## src/hdl/wdtc_pkg.sv

```systemverilog
package wdtc_pkg;
   localparam int          CNT_W        = 24;
   localparam int          ADDR_W       = 12;
   localparam int          DATA_W       = 8;
   localparam logic [11:0] CTRL_ADDR    = 12'hFF0;
   localparam logic [11:0] RLD_U_ADDR   = 12'hFF1;
   localparam logic [11:0] RLD_H_ADDR   = 12'hFF2;
   localparam logic [11:0] RLD_L_ADDR   = 12'hFF3;
   localparam logic [7:0]  UNLOCK_KEY1  = 8'h55;
   localparam logic [7:0]  UNLOCK_KEY2  = 8'hAA;
   localparam logic [7:0]  RLD_U_RESET  = 8'hFF;
   localparam logic [7:0]  RLD_H_RESET  = 8'hFF;
   localparam logic [7:0]  RLD_L_RESET  = 8'hFF;
   localparam logic [23:0] REFRESH_FLOOR = 24'h000002;
   localparam logic [23:0] RELOAD_MIN   = 24'h000004;
   localparam int          STAT_WDT_BIT = 5;
   localparam int          STAT_SMR_BIT = 4;
   typedef enum logic [1:0] {RUN_OFF, RUN_ON, RUN_EXPIRED} wdtc_run_type;
   typedef enum logic [1:0] {LCK_LOCKED, LCK_KEY1, LCK_OPEN} wdtc_lock_type;
endpackage

```

## src/hdl/wdtc_cnt_if.sv

```systemverilog
`timescale 1ns/1ps
interface wdtc_cnt_if;
   logic        load;
   logic [23:0] loadValue;
   logic        dec;
   logic [23:0] count;
   logic        atFloor;
   logic        zero;
   modport ctrl (output load, output loadValue, output dec,
                 input count, input atFloor, input zero);
   modport core (input load, input loadValue, input dec,
                 output count, output atFloor, output zero);
endinterface

```

## src/hdl/wdtc_osc_tick.sv

```systemverilog
`timescale 1ns/1ps
module wdtc_osc_tick (
   input  wire logic core_clk,
   input  wire logic arst_n,
   input  wire logic rcOscIn,
   output logic      oscTick
);
   logic syncA_reg;
   logic syncB_reg;
   logic last_reg;

   // two-stage synchroniser, then rising-edge detect on the second stage
   always_ff @(posedge core_clk or negedge arst_n) begin
      if (!arst_n) begin
         syncA_reg <= 1'b0;
         syncB_reg <= 1'b0;
         last_reg  <= 1'b0;
      end else begin
         syncA_reg <= rcOscIn;
         syncB_reg <= syncA_reg;
         last_reg  <= syncB_reg;
      end
   end

   assign oscTick = syncB_reg & ~last_reg;
endmodule

```

## src/hdl/wdtc_down_counter.sv

```systemverilog
`timescale 1ns/1ps
module wdtc_down_counter (
   input wire logic core_clk,
   input wire logic arst_n,
   wdtc_cnt_if.core cnt
);
   logic [23:0] count_reg;

   always_ff @(posedge core_clk or negedge arst_n) begin
      if (!arst_n) begin
         count_reg <= '0;
      end else if (cnt.load) begin
         count_reg <= cnt.loadValue;
      end else if (cnt.dec && count_reg != '0) begin
         count_reg <= count_reg - 24'h000001;
      end
   end

   assign cnt.count   = count_reg;
   assign cnt.zero    = (count_reg == '0);
   assign cnt.atFloor = (count_reg <= wdtc_pkg::REFRESH_FLOOR);
endmodule

```

## src/hdl/wdtc_watchdog.sv

```systemverilog
`timescale 1ns/1ps
module wdtc_watchdog (
   input  wire logic        core_clk,
   input  wire logic        arst_n,
   input  wire logic [11:0] regAddr,
   input  wire logic        regWrEn,
   input  wire logic        regRdEn,
   input  wire logic [7:0]  regWrData,
   output logic      [7:0]  regRdData,
   input  wire logic        refreshInstr,
   input  wire logic        rcOscIn,
   input  wire logic        alwaysOnOption,
   input  wire logic        timeoutResetSelect,
   input  wire logic        stopMode,
   output logic             wdtResetReq,
   output logic             wdtIrqReq,
   output logic             stopRecoveryReq,
   output logic             wdtRunning
);
   wdtc_cnt_if cnt ();

   wdtc_pkg::wdtc_run_type  run_reg;
   wdtc_pkg::wdtc_lock_type lock_reg;
   logic [7:0]  reloadUpper_reg;
   logic [7:0]  reloadHigh_reg;
   logic [7:0]  reloadLow_reg;
   logic [23:0] reloadValue;
   logic        oscTick;
   logic        strapDone_reg;
   logic        startReq;
   logic        refreshOk;
   logic        timeoutEvt;
   logic        statWdt_reg;
   logic        statSmr_reg;
   logic        statRead;
   logic        ctrlWr;

   function automatic logic hit(input logic [11:0] a, input logic [11:0] off);
      hit = (a == off);
   endfunction

   wdtc_osc_tick u_tick (
      .core_clk (core_clk),
      .arst_n   (arst_n),
      .rcOscIn  (rcOscIn),
      .oscTick  (oscTick)
   );

   wdtc_down_counter u_cnt (
      .core_clk (core_clk),
      .arst_n   (arst_n),
      .cnt      (cnt)
   );

   assign reloadValue = {reloadUpper_reg, reloadHigh_reg, reloadLow_reg};
   assign ctrlWr      = regWrEn && hit(regAddr, wdtc_pkg::CTRL_ADDR);
   assign statRead    = regRdEn && hit(regAddr, wdtc_pkg::CTRL_ADDR);

   // strap is sampled on the first edge after release, never under reset
   always_ff @(posedge core_clk or negedge arst_n) begin
      if (!arst_n) begin
         strapDone_reg <= 1'b0;
      end else begin
         strapDone_reg <= 1'b1;
      end
   end

   assign startReq  = (!strapDone_reg && alwaysOnOption) || refreshInstr;
   // refresh near terminal count is dropped so a late kick cannot save a hung loop
   assign refreshOk = refreshInstr && !cnt.atFloor;
   assign timeoutEvt = (run_reg == wdtc_pkg::RUN_ON) && cnt.zero;

   always_comb begin
      cnt.load      = 1'b0;
      cnt.loadValue = reloadValue;
      cnt.dec       = (run_reg == wdtc_pkg::RUN_ON) && oscTick;
      unique case (run_reg)
         wdtc_pkg::RUN_OFF:     cnt.load = startReq;
         wdtc_pkg::RUN_ON:      cnt.load = refreshOk;
         wdtc_pkg::RUN_EXPIRED: cnt.load = refreshInstr;
         default:               cnt.load = 1'b0;
      endcase
   end

   // once on it stays on; expiry only parks it until the next kick
   always_ff @(posedge core_clk or negedge arst_n) begin
      if (!arst_n) begin
         run_reg <= wdtc_pkg::RUN_OFF;
      end else begin
         unique case (run_reg)
            wdtc_pkg::RUN_OFF: begin
               if (startReq) begin
                  run_reg <= wdtc_pkg::RUN_ON;
               end
            end
            wdtc_pkg::RUN_ON: begin
               if (timeoutEvt && !refreshOk) begin
                  run_reg <= wdtc_pkg::RUN_EXPIRED;
               end
            end
            wdtc_pkg::RUN_EXPIRED: begin
               if (refreshInstr) begin
                  run_reg <= wdtc_pkg::RUN_ON;
               end
            end
            default: run_reg <= wdtc_pkg::RUN_OFF;
         endcase
      end
   end

   // one pulse per expiry, steered by stop mode and the reset option
   always_ff @(posedge core_clk or negedge arst_n) begin
      if (!arst_n) begin
         wdtResetReq     <= 1'b0;
         wdtIrqReq       <= 1'b0;
         stopRecoveryReq <= 1'b0;
      end else begin
         stopRecoveryReq <= timeoutEvt && stopMode;
         wdtResetReq     <= timeoutEvt && !stopMode && timeoutResetSelect;
         wdtIrqReq       <= timeoutEvt && !stopMode && !timeoutResetSelect;
      end
   end

   assign wdtRunning = (run_reg == wdtc_pkg::RUN_ON);

   // unlock walk: any other control write drops back to locked
   always_ff @(posedge core_clk or negedge arst_n) begin
      if (!arst_n) begin
         lock_reg <= wdtc_pkg::LCK_LOCKED;
      end else if (ctrlWr) begin
         if (regWrData == wdtc_pkg::UNLOCK_KEY1) begin
            lock_reg <= wdtc_pkg::LCK_KEY1;
         end else if (regWrData == wdtc_pkg::UNLOCK_KEY2 &&
                      lock_reg == wdtc_pkg::LCK_KEY1) begin
            lock_reg <= wdtc_pkg::LCK_OPEN;
         end else begin
            lock_reg <= wdtc_pkg::LCK_LOCKED;
         end
      end else if (regWrEn && hit(regAddr, wdtc_pkg::RLD_L_ADDR)) begin
         // low byte closes the window, so one unlock covers one update
         lock_reg <= wdtc_pkg::LCK_LOCKED;
      end
   end

   // control writes store nothing: the address only feeds the unlock walk
   always_ff @(posedge core_clk or negedge arst_n) begin
      if (!arst_n) begin
         reloadUpper_reg <= wdtc_pkg::RLD_U_RESET;
         reloadHigh_reg  <= wdtc_pkg::RLD_H_RESET;
         reloadLow_reg   <= wdtc_pkg::RLD_L_RESET;
      end else if (regWrEn && lock_reg == wdtc_pkg::LCK_OPEN) begin
         if (hit(regAddr, wdtc_pkg::RLD_U_ADDR)) begin
            reloadUpper_reg <= regWrData;
         end
         if (hit(regAddr, wdtc_pkg::RLD_H_ADDR)) begin
            reloadHigh_reg <= regWrData;
         end
         if (hit(regAddr, wdtc_pkg::RLD_L_ADDR)) begin
            reloadLow_reg <= regWrData;
         end
      end
   end

   // sticky status, cleared by reading it; a new event wins over the clear
   always_ff @(posedge core_clk or negedge arst_n) begin
      if (!arst_n) begin
         statWdt_reg <= 1'b0;
         statSmr_reg <= 1'b0;
      end else begin
         statWdt_reg <= (timeoutEvt && !stopMode) || (statWdt_reg && !statRead);
         statSmr_reg <= (timeoutEvt && stopMode) || (statSmr_reg && !statRead);
      end
   end

   always_ff @(posedge core_clk or negedge arst_n) begin
      if (!arst_n) begin
         regRdData <= 8'h00;
      end else if (regRdEn) begin
         regRdData <= 8'h00;
         if (hit(regAddr, wdtc_pkg::CTRL_ADDR)) begin
            regRdData[wdtc_pkg::STAT_WDT_BIT] <= statWdt_reg;
            regRdData[wdtc_pkg::STAT_SMR_BIT] <= statSmr_reg;
         end else if (hit(regAddr, wdtc_pkg::RLD_U_ADDR)) begin
            regRdData <= reloadUpper_reg;
         end else if (hit(regAddr, wdtc_pkg::RLD_H_ADDR)) begin
            regRdData <= reloadHigh_reg;
         end else if (hit(regAddr, wdtc_pkg::RLD_L_ADDR)) begin
            regRdData <= reloadLow_reg;
         end
      end
   end
endmodule

```

## config.mk

```make
export PLATFORM = sky130hd
export DESIGN_NAME = wdtc_watchdog
export DESIGN_NICKNAME = d
export VERILOG_FILES = /design/src/hdl/wdtc_pkg.sv /design/src/hdl/wdtc_cnt_if.sv /design/src/hdl/wdtc_osc_tick.sv /design/src/hdl/wdtc_down_counter.sv /design/src/hdl/wdtc_watchdog.sv
export SDC_FILE = /design/constraint.sdc
export NUM_CORES = 1
export LEC_CHECK = 0
export BUFFER_PORTS_ARGS = -buffer_cell sky130_fd_sc_hd__clkbuf_2
export CAP_MARGIN = 20
export CORE_MARGIN = 5
export CORE_UTILIZATION = 27
export CTS_BUF_LIST = sky130_fd_sc_hd__clkbuf_16
export CTS_CLUSTER_DIAMETER = 30
export CTS_CLUSTER_SIZE = 40
export DETAILED_ROUTE_END_ITERATION = 12
export PLACE_DENSITY_LB_ADDON = 0.3
export SYNTH_ARGS = -nofsm -noshare
export SYNTH_HDL_FRONTEND = slang
export SYNTH_SLANG_ARGS = --single-unit
```

## constraint.sdc

```tcl
create_clock -name core_clk -period 6.14 [get_ports core_clk]
set_clock_uncertainty 0.2 [all_clocks]
set_input_delay 0.307 -clock core_clk [delete_from_list [all_inputs] [get_ports core_clk]]
set_output_delay 0.307 -clock core_clk [all_outputs]
set_load 0.1 [all_outputs]
```

==> flow_metrics.tcl, run 1 <==
set metrics [dict create \
    min_period_ns 3.49 \
    async_flop_share_pct 100 \
    cts.sinks 69 \
    die-area_um2 15800 \
    comb_power_share_pct 20.0 \
    fin_cells 557 \
    antenna_cells 0 \
    synth_edf_count 0 \
    cp_data_required_time_ns 6.14 \
    synth_nets 362 \
    rsz0062_at_grt "false" \
    grt_use_total_pct 11.7 \
    start_util_pct 27.4 \
    hold_viol 19 \
    regToRegSetupSlack_ns 2.65 \
    core-area_um2 13200 \
    htree_num_levels 3 \
    synth_ff_type "dfrtp_1" \
    tightest_slew_ns 0.942 \
    gp_congestion 0.852 \
    fin_ws_ns 2.65 \
    post-place-ws_ns 2.68 \
    power_density_nw_per_um2 298 \
    wl_per_cell_um 16.6 \
    worstPathMaxFanout 24 \
    yosysTopAreaCell "dfrtp_1" \
    seq_power_share_pct 41.5 \
    final_nets 408 \
    slew_violations 0 \
    final_common_cell "dfrtp_1" \
    hp-class "in2async" \
    fillers 1331 \
    cap_violations 0 \
    seq_area_frac_synth_pct 48.7 \
    power.share.clock_pct 38.5 \
    path_clk_slew_ns 0.06 \
    insertion_delay_ns 0.33 \
    worst_setup_path_start_kind "flip-flop" \
    total_power_mw 1.28 \
    placed_cell_area_um2 3990 \
    largest_reg_flops 24 \
    stdcell_area_um2 4300 \
    cts_buffers 9 \
    setup_viol 0 \
    avgSynthCellArea_um2 10.9 \
    violations "hold timing" \
    setup-tns-final_ns 0 \
    r2r_end "u_cnt.cnt.count[15]" \
    intPower_uw 893 \
    synth_cell_types 53 \
    status "finished with violations" \
    cts_buffer_depth 2 \
    peakVddDrop_mv 0.119 \
    io_buffer_count 40 \
    die_h_um 126 \
    ys_ff_latch 69 \
    drt_iter0_drc 202 \
    grt_pass1_vias 2804 \
    worst-setup-path-type "reg2reg" \
    via_per_inst 5.15 \
    antenna_found_initial 0 \
    switchingPower_uw 390 \
    die_width_um 126 \
    rr_worst_depth 5 \
    final_cell_mix "dfrtp_1 (45), clkbuf_2 (39), mux2_2 (35), a21oi_1 (27), dfstp_2 (24)" \
    num_vias 2867 \
    drt_wl_total_um 9260 \
    fp-row-count 42 \
    syn-cell-area_um2 3610 \
    grt_start_max_net_pins 70 \
    sw_frac_of_total_pct 30.4 \
    grt_overflow 0 \
    cp.arrival_ns 3.50 \
    dr.pass1.iters 4 \
    endpoint_kind "flip-flop" \
    postCtsSetupRepairBufs 0 \
    drive_gt1_share_pct 32.3 \
    whs_ns -0.0186 \
    synth_area_leaders "dfrtp_1 (31%), dfstp_2 (17%), mux2_2 (11%)" \
    pin_count 41 \
    fmax_ghz 0.286 \
    syn_to_final_growth_pct 19.3 \
    utilization_pct 32.6 \
    yosys.area.top_type_share_pct 31.2 \
    yosys_warnings 0 \
    grt_pass1_wl_um 14900 \
    slew_headroom_pct 37.2 \
    dp.cells 537 \
    synth_cells 330 \
    antenna_left 0 \
    drc 0 \
    critPathLaunch "u_cnt.cnt.count[10]" \
    cts-root-buf "clkbuf_16" \
    dp_hpwl_um 6630 \
    cts_tree "done" \
    worst_r2r_startpoint "u_cnt.cnt.count[10]" \
    finalCritPeriodShare_pct 56.9 \
    leakage_nw 1.83 \
]
-- synthesized netlist by cell type (3+ instances only) --
master / instances
clkbuf_1: 7
dfstp_2: 24
o211ai_1: 4
a22o_1: 3
nand4_1: 8
nor3_1: 4
nand3_1: 4
a21o_1: 8
dfrtp_1: 45
mux2_2: 35
o41ai_1: 3
inv_1: 5
nand2_1: 18
nand4b_1: 3
mux2i_1: 3
nand2b_1: 4
ha_1: 3
a31oi_1: 14
nor2_1: 15
o31ai_1: 6
o21ai_0: 21
or3_1: 9
xnor2_1: 9
a21oi_1: 27
mux2_1: 3
or4_1: 8
and2_1: 3
-- power groups by stage --
| stage | clock network [mW] | registers, mW | logic [mW] |
|---|---|---|---|
| after floorplan | 0 | 0.531 | 0.188 |
| after global placement | 0 | 0.537 | 0.250 |
| after detailed placement | 0 | 0.540 | 0.251 |
| after CTS | 0.507 | 0.532 | 0.255 |
| after global routing | 0.522 | 0.539 | 0.283 |
| final | 0.494 | 0.533 | 0.256 |
-- layer usage --
layer / vias up / global-route usage [%] / share of wire [%]
met5: - / 0 / 0
met2: 77 / 17.8 / 46
met1: 1438 / 16.2 / 48
li1: 1342 / - / -
met3: 10 / 3.28 / 4.8
met4: 0 / 3.57 / 1.8
-- repair_timing --
action	4_1_cts	5_1_grt
hold buffers	4	0
hold endpoints to repair	3	0
gates resized for setup	0	0
-- worst max path at each step --
stage | end
global route | u_cnt.cnt.count[5]
finish | u_cnt.cnt.count[15]
detailed placement | u_cnt.cnt.count[15]
global placement | u_cnt.cnt.count[5]
CTS | u_cnt.cnt.count[15]
floorplan | u_cnt.cnt.count[1]
-- area by class of cell --
cell class	instances	area [um^2]	share of cell area, %
Clock inverter	7	53.8	1.25
Sequential cell	69	1760	40.8
Tap cell	176	220	5.12
Timing Repair Buffer	47	263	6.10
Inverter	6	22.5	0.523
Clock buffer	9	225	5.23
Multi-Input combinational cell	243	1760	41.0
-- worst max-delay path: stages (launching register included) --
cell and delay, ns:
dfrtp_1 0.44, nor4_4 0.49, nand4_4 0.25, o311ai_4 0.72
and2_1 0.85, mux2_2 0.41
-- kinds of logic after synthesis --
kind of cell / synth area share (%)
AOI/OAI and AO/OA: 16.4
xor gates and xnor gates: 2.18
adders and majority gates: 1.04
buffers and inverters: 2.46
DFF: 48.7
muxes: 12.7
other: 0.104
and+or+nand+nor: 16.4
(Power assumes the default switching activity.)
==> run 2: changes to the inputs <==
==> constraint.sdc (replaced) <==
create_clock -name core_clk -period 3.2 [get_ports core_clk]
set_clock_uncertainty 0.2 [all_clocks]
set_input_delay 0.16 -clock core_clk [delete_from_list [all_inputs] [get_ports core_clk]]
set_output_delay 0.16 -clock core_clk [all_outputs]
set_load 0.1 [all_outputs]
==> run 2 against run 1 <==
Net effect:
- the run now ends clean
- wire length rose by 2.3%
- utilization rose by 1.7 points
- sequential power rose by 91%
- clock power rose by 110%
- hold slack improved by 0.021 ns
- power rose by 100%
- setup slack got worse by 2.0 ns
- register-to-register slack got worse by 2.0 ns
- highest routed layer unchanged
- largest power group is now clock
- clock-buffer cell count did not move
- first-iteration DRC count fell by 29%
- critical endpoint is now u_cnt.cnt.count[12]
==> flow_metrics.tcl, run 2 (synthesis results as in run 1) <==
set metrics [dict create \
    status "complete, no violations" \
    start_util_pct 27.4 \
    hp-class "in2reg" \
    cts_tree "done" \
    slowest_stage "nor4_4" \
    rr_worst_depth 6 \
    total_power_mw 2.59 \
    dr.pass1.iters 4 \
    syn_to_final_growth_pct 25.3 \
    path_cells "nor4_4 -> nand4_4 -> o311ai_4 -> and2_1 -> buf_4 -> mux2_2" \
    hold_depth 3 \
    cts_buffer_depth 2 \
    antenna_left 0 \
    r2r_end "u_cnt.cnt.count[12]" \
    crit_buf_inv 1 \
    cts_buffers 9 \
    insertion_delay_ns 0.33 \
    comb_power_share_pct 19.8 \
    cts-resized-gates 0 \
    slew_violations 0 \
    final_cell_mix "dfrtp_1 (45), clkbuf_2 (39), mux2_2 (35), a21oi_1 (27), dfstp_2 (24)" \
    drc 0 \
    post-place-ws_ns 0.625 \
    path_clk_slew_ns 0.06 \
    via_per_inst 5.02 \
    grt_overflow 0 \
    drt_iter0_drc 144 \
    fp-row-count 42 \
    die_h_um 126 \
    tightest_slew_ns 0.754 \
    fin_ws_ns 0.635 \
    die-area_um2 15800 \
    core-area_um2 13200 \
    worst-setup-path-type "reg2reg" \
    setup_viol 0 \
    fmax_ghz 0.390 \
    worstPathMaxFanout 16 \
    worst_setup_path_start_kind "flip-flop" \
    seq_power_share_pct 39.5 \
    setup-tns-final_ns 0 \
    final_nets 427 \
    io_buffer_count 40 \
    regToRegSetupSlack_ns 0.64 \
    grt_pass1_wl_um 15400 \
    rsz0062_at_grt "false" \
    min_period_ns 2.56 \
    cp.depth 6 \
    gp_congestion 0.810 \
    holdPathEnd "lock_reg[0]" \
    num_vias 2889 \
    cts.sinks 69 \
    sw_frac_of_total_pct 29.7 \
    slew_headroom_pct 49.8 \
    dp_hpwl_um 6900 \
    worst_r2r_startpoint "u_cnt.cnt.count[10]" \
    htree_num_levels 3 \
    cp.arrival_ns 2.58 \
    grt_pass1_vias 2877 \
    power_density_nw_per_um2 573 \
    crit_family "simple AND/OR/NAND/NOR gates" \
    finalCritPeriodShare_pct 80.2 \
    hold_viol 0 \
    intPower_mw 1.82 \
    switchingPower_uw 770 \
    final_common_cell "dfrtp_1" \
    die_width_um 126 \
    drt_wl_total_um 9470 \
    hold_start "regWrEn" \
    slowest_delay_ns 0.46 \
    wl_per_cell_um 16.4 \
    power.share.clock_pct 40.7 \
    peakVddDrop_mv 0.228 \
    cts-root-buf "clkbuf_16" \
    antenna_cells 0 \
    endpoint_kind "flip-flop" \
    largest_reg_flops 24 \
    grt_start_max_net_pins 39 \
    cp_data_required_time_ns 3.21 \
    leakage_nw 1.92 \
    pin_count 41 \
    grt_use_total_pct 12.2 \
    cap_violations 0 \
    drive_gt1_share_pct 33.8 \
    antenna_found_initial 0 \
]
==> run 2: layout make-up <==
type	instances	area, um^2
fill	1310	8670
clock inverter	7	90.1
sequential	69	1760
multi-input combinational	243	1760
inverter	6	22.5
clock buffer	9	225
timing repair buffer	66	445
tap	176	220
==> run 2: metrics by stage <==
step | hold slack, ns | cell area, um^2 | util, % | instances
2_1_floorplan | -0.336 | 3610 | - | 330
3_3_place_gp | 0.0685 | 4060 | 30.8 | 545
3_5_place_dp | 0.0736 | 4060 | 30.8 | 545
4_1_cts | 0.0122 | 4520 | 34.3 | 576
5_1_grt | 0.0245 | 4520 | 34.3 | 576
6_report | 0.00212 | 4520 | 34.3 | 576
==> run 2: what timing repair did <==
item	in CTS	in global routing
endpoints found under the hold margin	59	0
setup endpoints to repair	0	0
setup buffers	0	0
hold buffers	15	0
==> run 2: worst max path at each step <==
| stage | from | end | slack, ns |
|---|---|---|---|
| after floorplan | u_cnt.cnt.count[11] | u_cnt.cnt.count[2] | 0.72 |
| after global placement | u_cnt.cnt.count[10] | u_cnt.cnt.count[12] | 0.66 |
| after detailed placement | u_cnt.cnt.count[10] | u_cnt.cnt.count[12] | 0.63 |
| after CTS | u_cnt.cnt.count[10] | u_cnt.cnt.count[12] | 0.61 |
| after global routing | u_cnt.cnt.count[15] | u_cnt.cnt.count[12] | 0.48 |
| final | u_cnt.cnt.count[10] | u_cnt.cnt.count[12] | 0.64 |
==> run 2: tightest hold or removal path, cell delays in order <==
cell	delay [ns]
clkbuf_2	0.10
nand3_1	0.10
a22o_1	0.13
==> run 2: routing by layer <==
| layer | routed length (um) | global-route usage, % | vias to the layer above |
|---|---|---|---|
| li1 | - | - | 1382 |
| met3 | 336 | 2.39 | 10 |
| met5 | 0 | 0 | - |
| met2 | 4510 | 19.0 | 68 |
| met4 | 100 | 3.83 | 0 |
| met1 | 4520 | 17.2 | 1429 |
==> run 2: power by group through the flow <==
stage	logic, mW	clock network (mW)	registers, mW
after floorplan	0.361	0	1.02
after global placement	0.498	0	1.03
after detailed placement	0.500	0	1.04
after CTS	0.518	1.08	1.02
after global routing	0.574	1.11	1.04
final	0.514	1.05	1.02
==> run 3: changes to the inputs <==
==> constraint.sdc (replaced) <==
create_clock -name core_clk -period 2.4 [get_ports core_clk]
set_clock_uncertainty 0.2 [all_clocks]
set_input_delay 0.12 -clock core_clk [delete_from_list [all_inputs] [get_ports core_clk]]
set_output_delay 0.12 -clock core_clk [all_outputs]
set_load 0.1 [all_outputs]
==> run 3 against run 2 <==
Net effect:
- combinational power rose by 54%
- register-to-register slack worse by 0.50 ns
- critical path depth unchanged
- setup slack worse by 0.50 ns
- hold slack improved by 0.040 ns
- sequential share of layout area decreased by 1.1 points
- utilization rose by 0.99 points
- critical path type unchanged
- largest cell class unchanged
- largest power group is now sequential cells
==> flow_metrics.tcl, run 3 (synthesis results as in run 1) <==
set metrics [dict create \
    fp-row-count 42 \
    status "complete, no violations" \
    sw_frac_of_total_pct 31.8 \
    critPathLaunch "u_cnt.cnt.count[8]" \
    multiInputGateArea_um2 1790 \
    hold_viol 0 \
    cp_data_required_time_ns 2.46 \
    cts_buffers 9 \
    path_cells "nor4_4 -> buf_4 -> and4_4 -> nand4_1 -> or4_1 -> a31oi_1" \
    antenna_found_initial 0 \
    cts_buffer_depth 2 \
    die_width_um 126 \
    cap_violations 0 \
    insertion_delay_ns 0.33 \
    via_per_inst 4.95 \
    min_period_ns 2.27 \
    worst_r2r_startpoint "u_cnt.cnt.count[8]" \
    num_vias 2950 \
    die_h_um 126 \
    fmax_ghz 0.441 \
    hp-class "in2reg" \
    final_common_cell "dfrtp_1" \
    grt_pass1_wl_um 15900 \
    antenna_left 0 \
    slowest_stage "or4_1" \
    regArea_um2 1760 \
    cts.sinks 69 \
    largest_reg_flops 24 \
    antenna_cells 0 \
    tightest_slew_ns 0.639 \
    grt_overflow 0 \
    cts-root-buf "clkbuf_16" \
    grt_start_max_net_pins 28 \
    switchingPower_mw 1.07 \
    drt_iter0_drc 166 \
    drive_gt1_share_pct 38.6 \
    core-area_um2 13200 \
    drc 0 \
    rr_worst_depth 6 \
    intPower_mw 2.30 \
    peakVddDrop_mv 0.377 \
    path_clk_slew_ns 0.06 \
    dp_hpwl_um 7250 \
    seq_power_share_pct 40.4 \
    comb_power_share_pct 23.5 \
    critPathCapture "u_cnt.cnt.count[22]" \
    gp_congestion 0.812 \
    wl_per_cell_um 16.1 \
    slew_headroom_pct 57.4 \
    worstPathMaxFanout 7 \
    r2r_end "u_cnt.cnt.count[22]" \
    worst_setup_path_start_kind "flip-flop" \
    io_buffer_count 40 \
    slowest_delay_ns 0.47 \
    start_util_pct 27.4 \
    total_power_mw 3.38 \
    finalCritPeriodShare_pct 94.5 \
    worst-setup-path-type "reg2reg" \
    endpoint_kind "flip-flop" \
    setup_viol 0 \
    cp.arrival_ns 2.32 \
    final_nets 447 \
    grt_pass1_vias 2941 \
    cts_tree "done" \
    die-area_um2 15800 \
    syn_to_final_growth_pct 29.0 \
    pin_count 41 \
    htree_num_levels 3 \
    grt_use_total_pct 12.6 \
    power.share.clock_pct 36.1 \
    power_density_nw_per_um2 725 \
    dr.pass1.iters 4 \
    slew_violations 0 \
    drt_wl_total_um 9620 \
    final_cell_mix "dfrtp_1 (45), clkbuf_2 (39), mux2_2 (35), buf_4 (30), a21oi_1 (27)" \
    whs_ns 0.0423 \
    leakage_nw 2.00 \
    regToRegSetupSlack_ns 0.13 \
    fillers 1325 \
]
-- run 3: cell count changes in the layout (fill, tap and decap cells not counted), moves of 2 or more --
cell       change
nor4_2         +2
inv_4          +2
nor4_1         -2
bufinv_16      -2
buf_4         +20
-- run 3: worst min path at each step --
stage / startpoint / end / slack [ns] / depth (start not counted)
after floorplan: arst_n / lock_reg[0] / -0.38 / 0
after detailed placement: arst_n / u_cnt.cnt.count[11] / -0.02 / 1
after global routing: alwaysOnOption / run_reg[0] / 0.06 / 4
after CTS: alwaysOnOption / run_reg[0] / 0.04 / 4
final: alwaysOnOption / run_reg[0] / 0.04 / 4
after global placement: arst_n / u_cnt.cnt.count[11] / -0.03 / 1
-- run 3: what timing repair did --
item	4_1_cts	5_1_grt
setup buffers	0	2
hold buffers	15	0
hold endpoints to repair	50	0
resized for setup	0	6
setup endpoints to repair	0	19
-- run 3: per-stage QoR --
step	setup slack (ns)	setup TNS (ns)	utilization, %	instances	area [um^2]
2_1_floorplan	-0.0385	-0.115	-	330	3610
3_3_place_gp	0.0420	0	31.8	563	4200
3_5_place_dp	0.0296	0	31.8	563	4200
4_1_cts	0.0151	0	35.0	594	4620
5_1_grt	-0.0180	-0.0426	35.3	596	4650
6_report	0.133	0	35.3	596	4650
-- run 3: final cells by class --
| class | instances | area share (%) |
|---|---|---|
| clock inverters | 7 | 1.02 |
| flip-flops and latches | 69 | 37.8 |
| inverters | 6 | 0.484 |
| well taps | 176 | 4.73 |
| multi-input cells | 243 | 38.4 |
| repair buffers | 86 | 12.8 |
| clock buffers | 9 | 4.84 |
-- run 3: per-layer routing --
metal	global-route usage (%)	vias to the layer above	part of all wire (%)
li1	-	1421	-
met1	16.9	1462	47
met2	20.3	57	48
met3	3.54	10	4.0
met4	3.00	0	1.3
met5	0	-	0
-- run 3: worst max-delay path, delay by kind of cell, from the launching register on --
kind | cells | cell delay, ns
buf+inv | 1 | 0.18
flops | 1 | 0.40
compound gates | 1 | 0.17
simple gates | 4 | 1.24
-- run 3: power groups by stage --
| stage | sequential (mW) | clock [mW] | combinational, mW |
|---|---|---|---|
| finish | 1.36 | 1.22 | 0.792 |
| global route | 1.38 | 1.31 | 0.870 |
| CTS | 1.36 | 1.24 | 0.775 |
| detailed placement | 1.38 | 0 | 0.752 |
| global placement | 1.37 | 0 | 0.746 |
| floorplan | 1.36 | 0 | 0.486 |
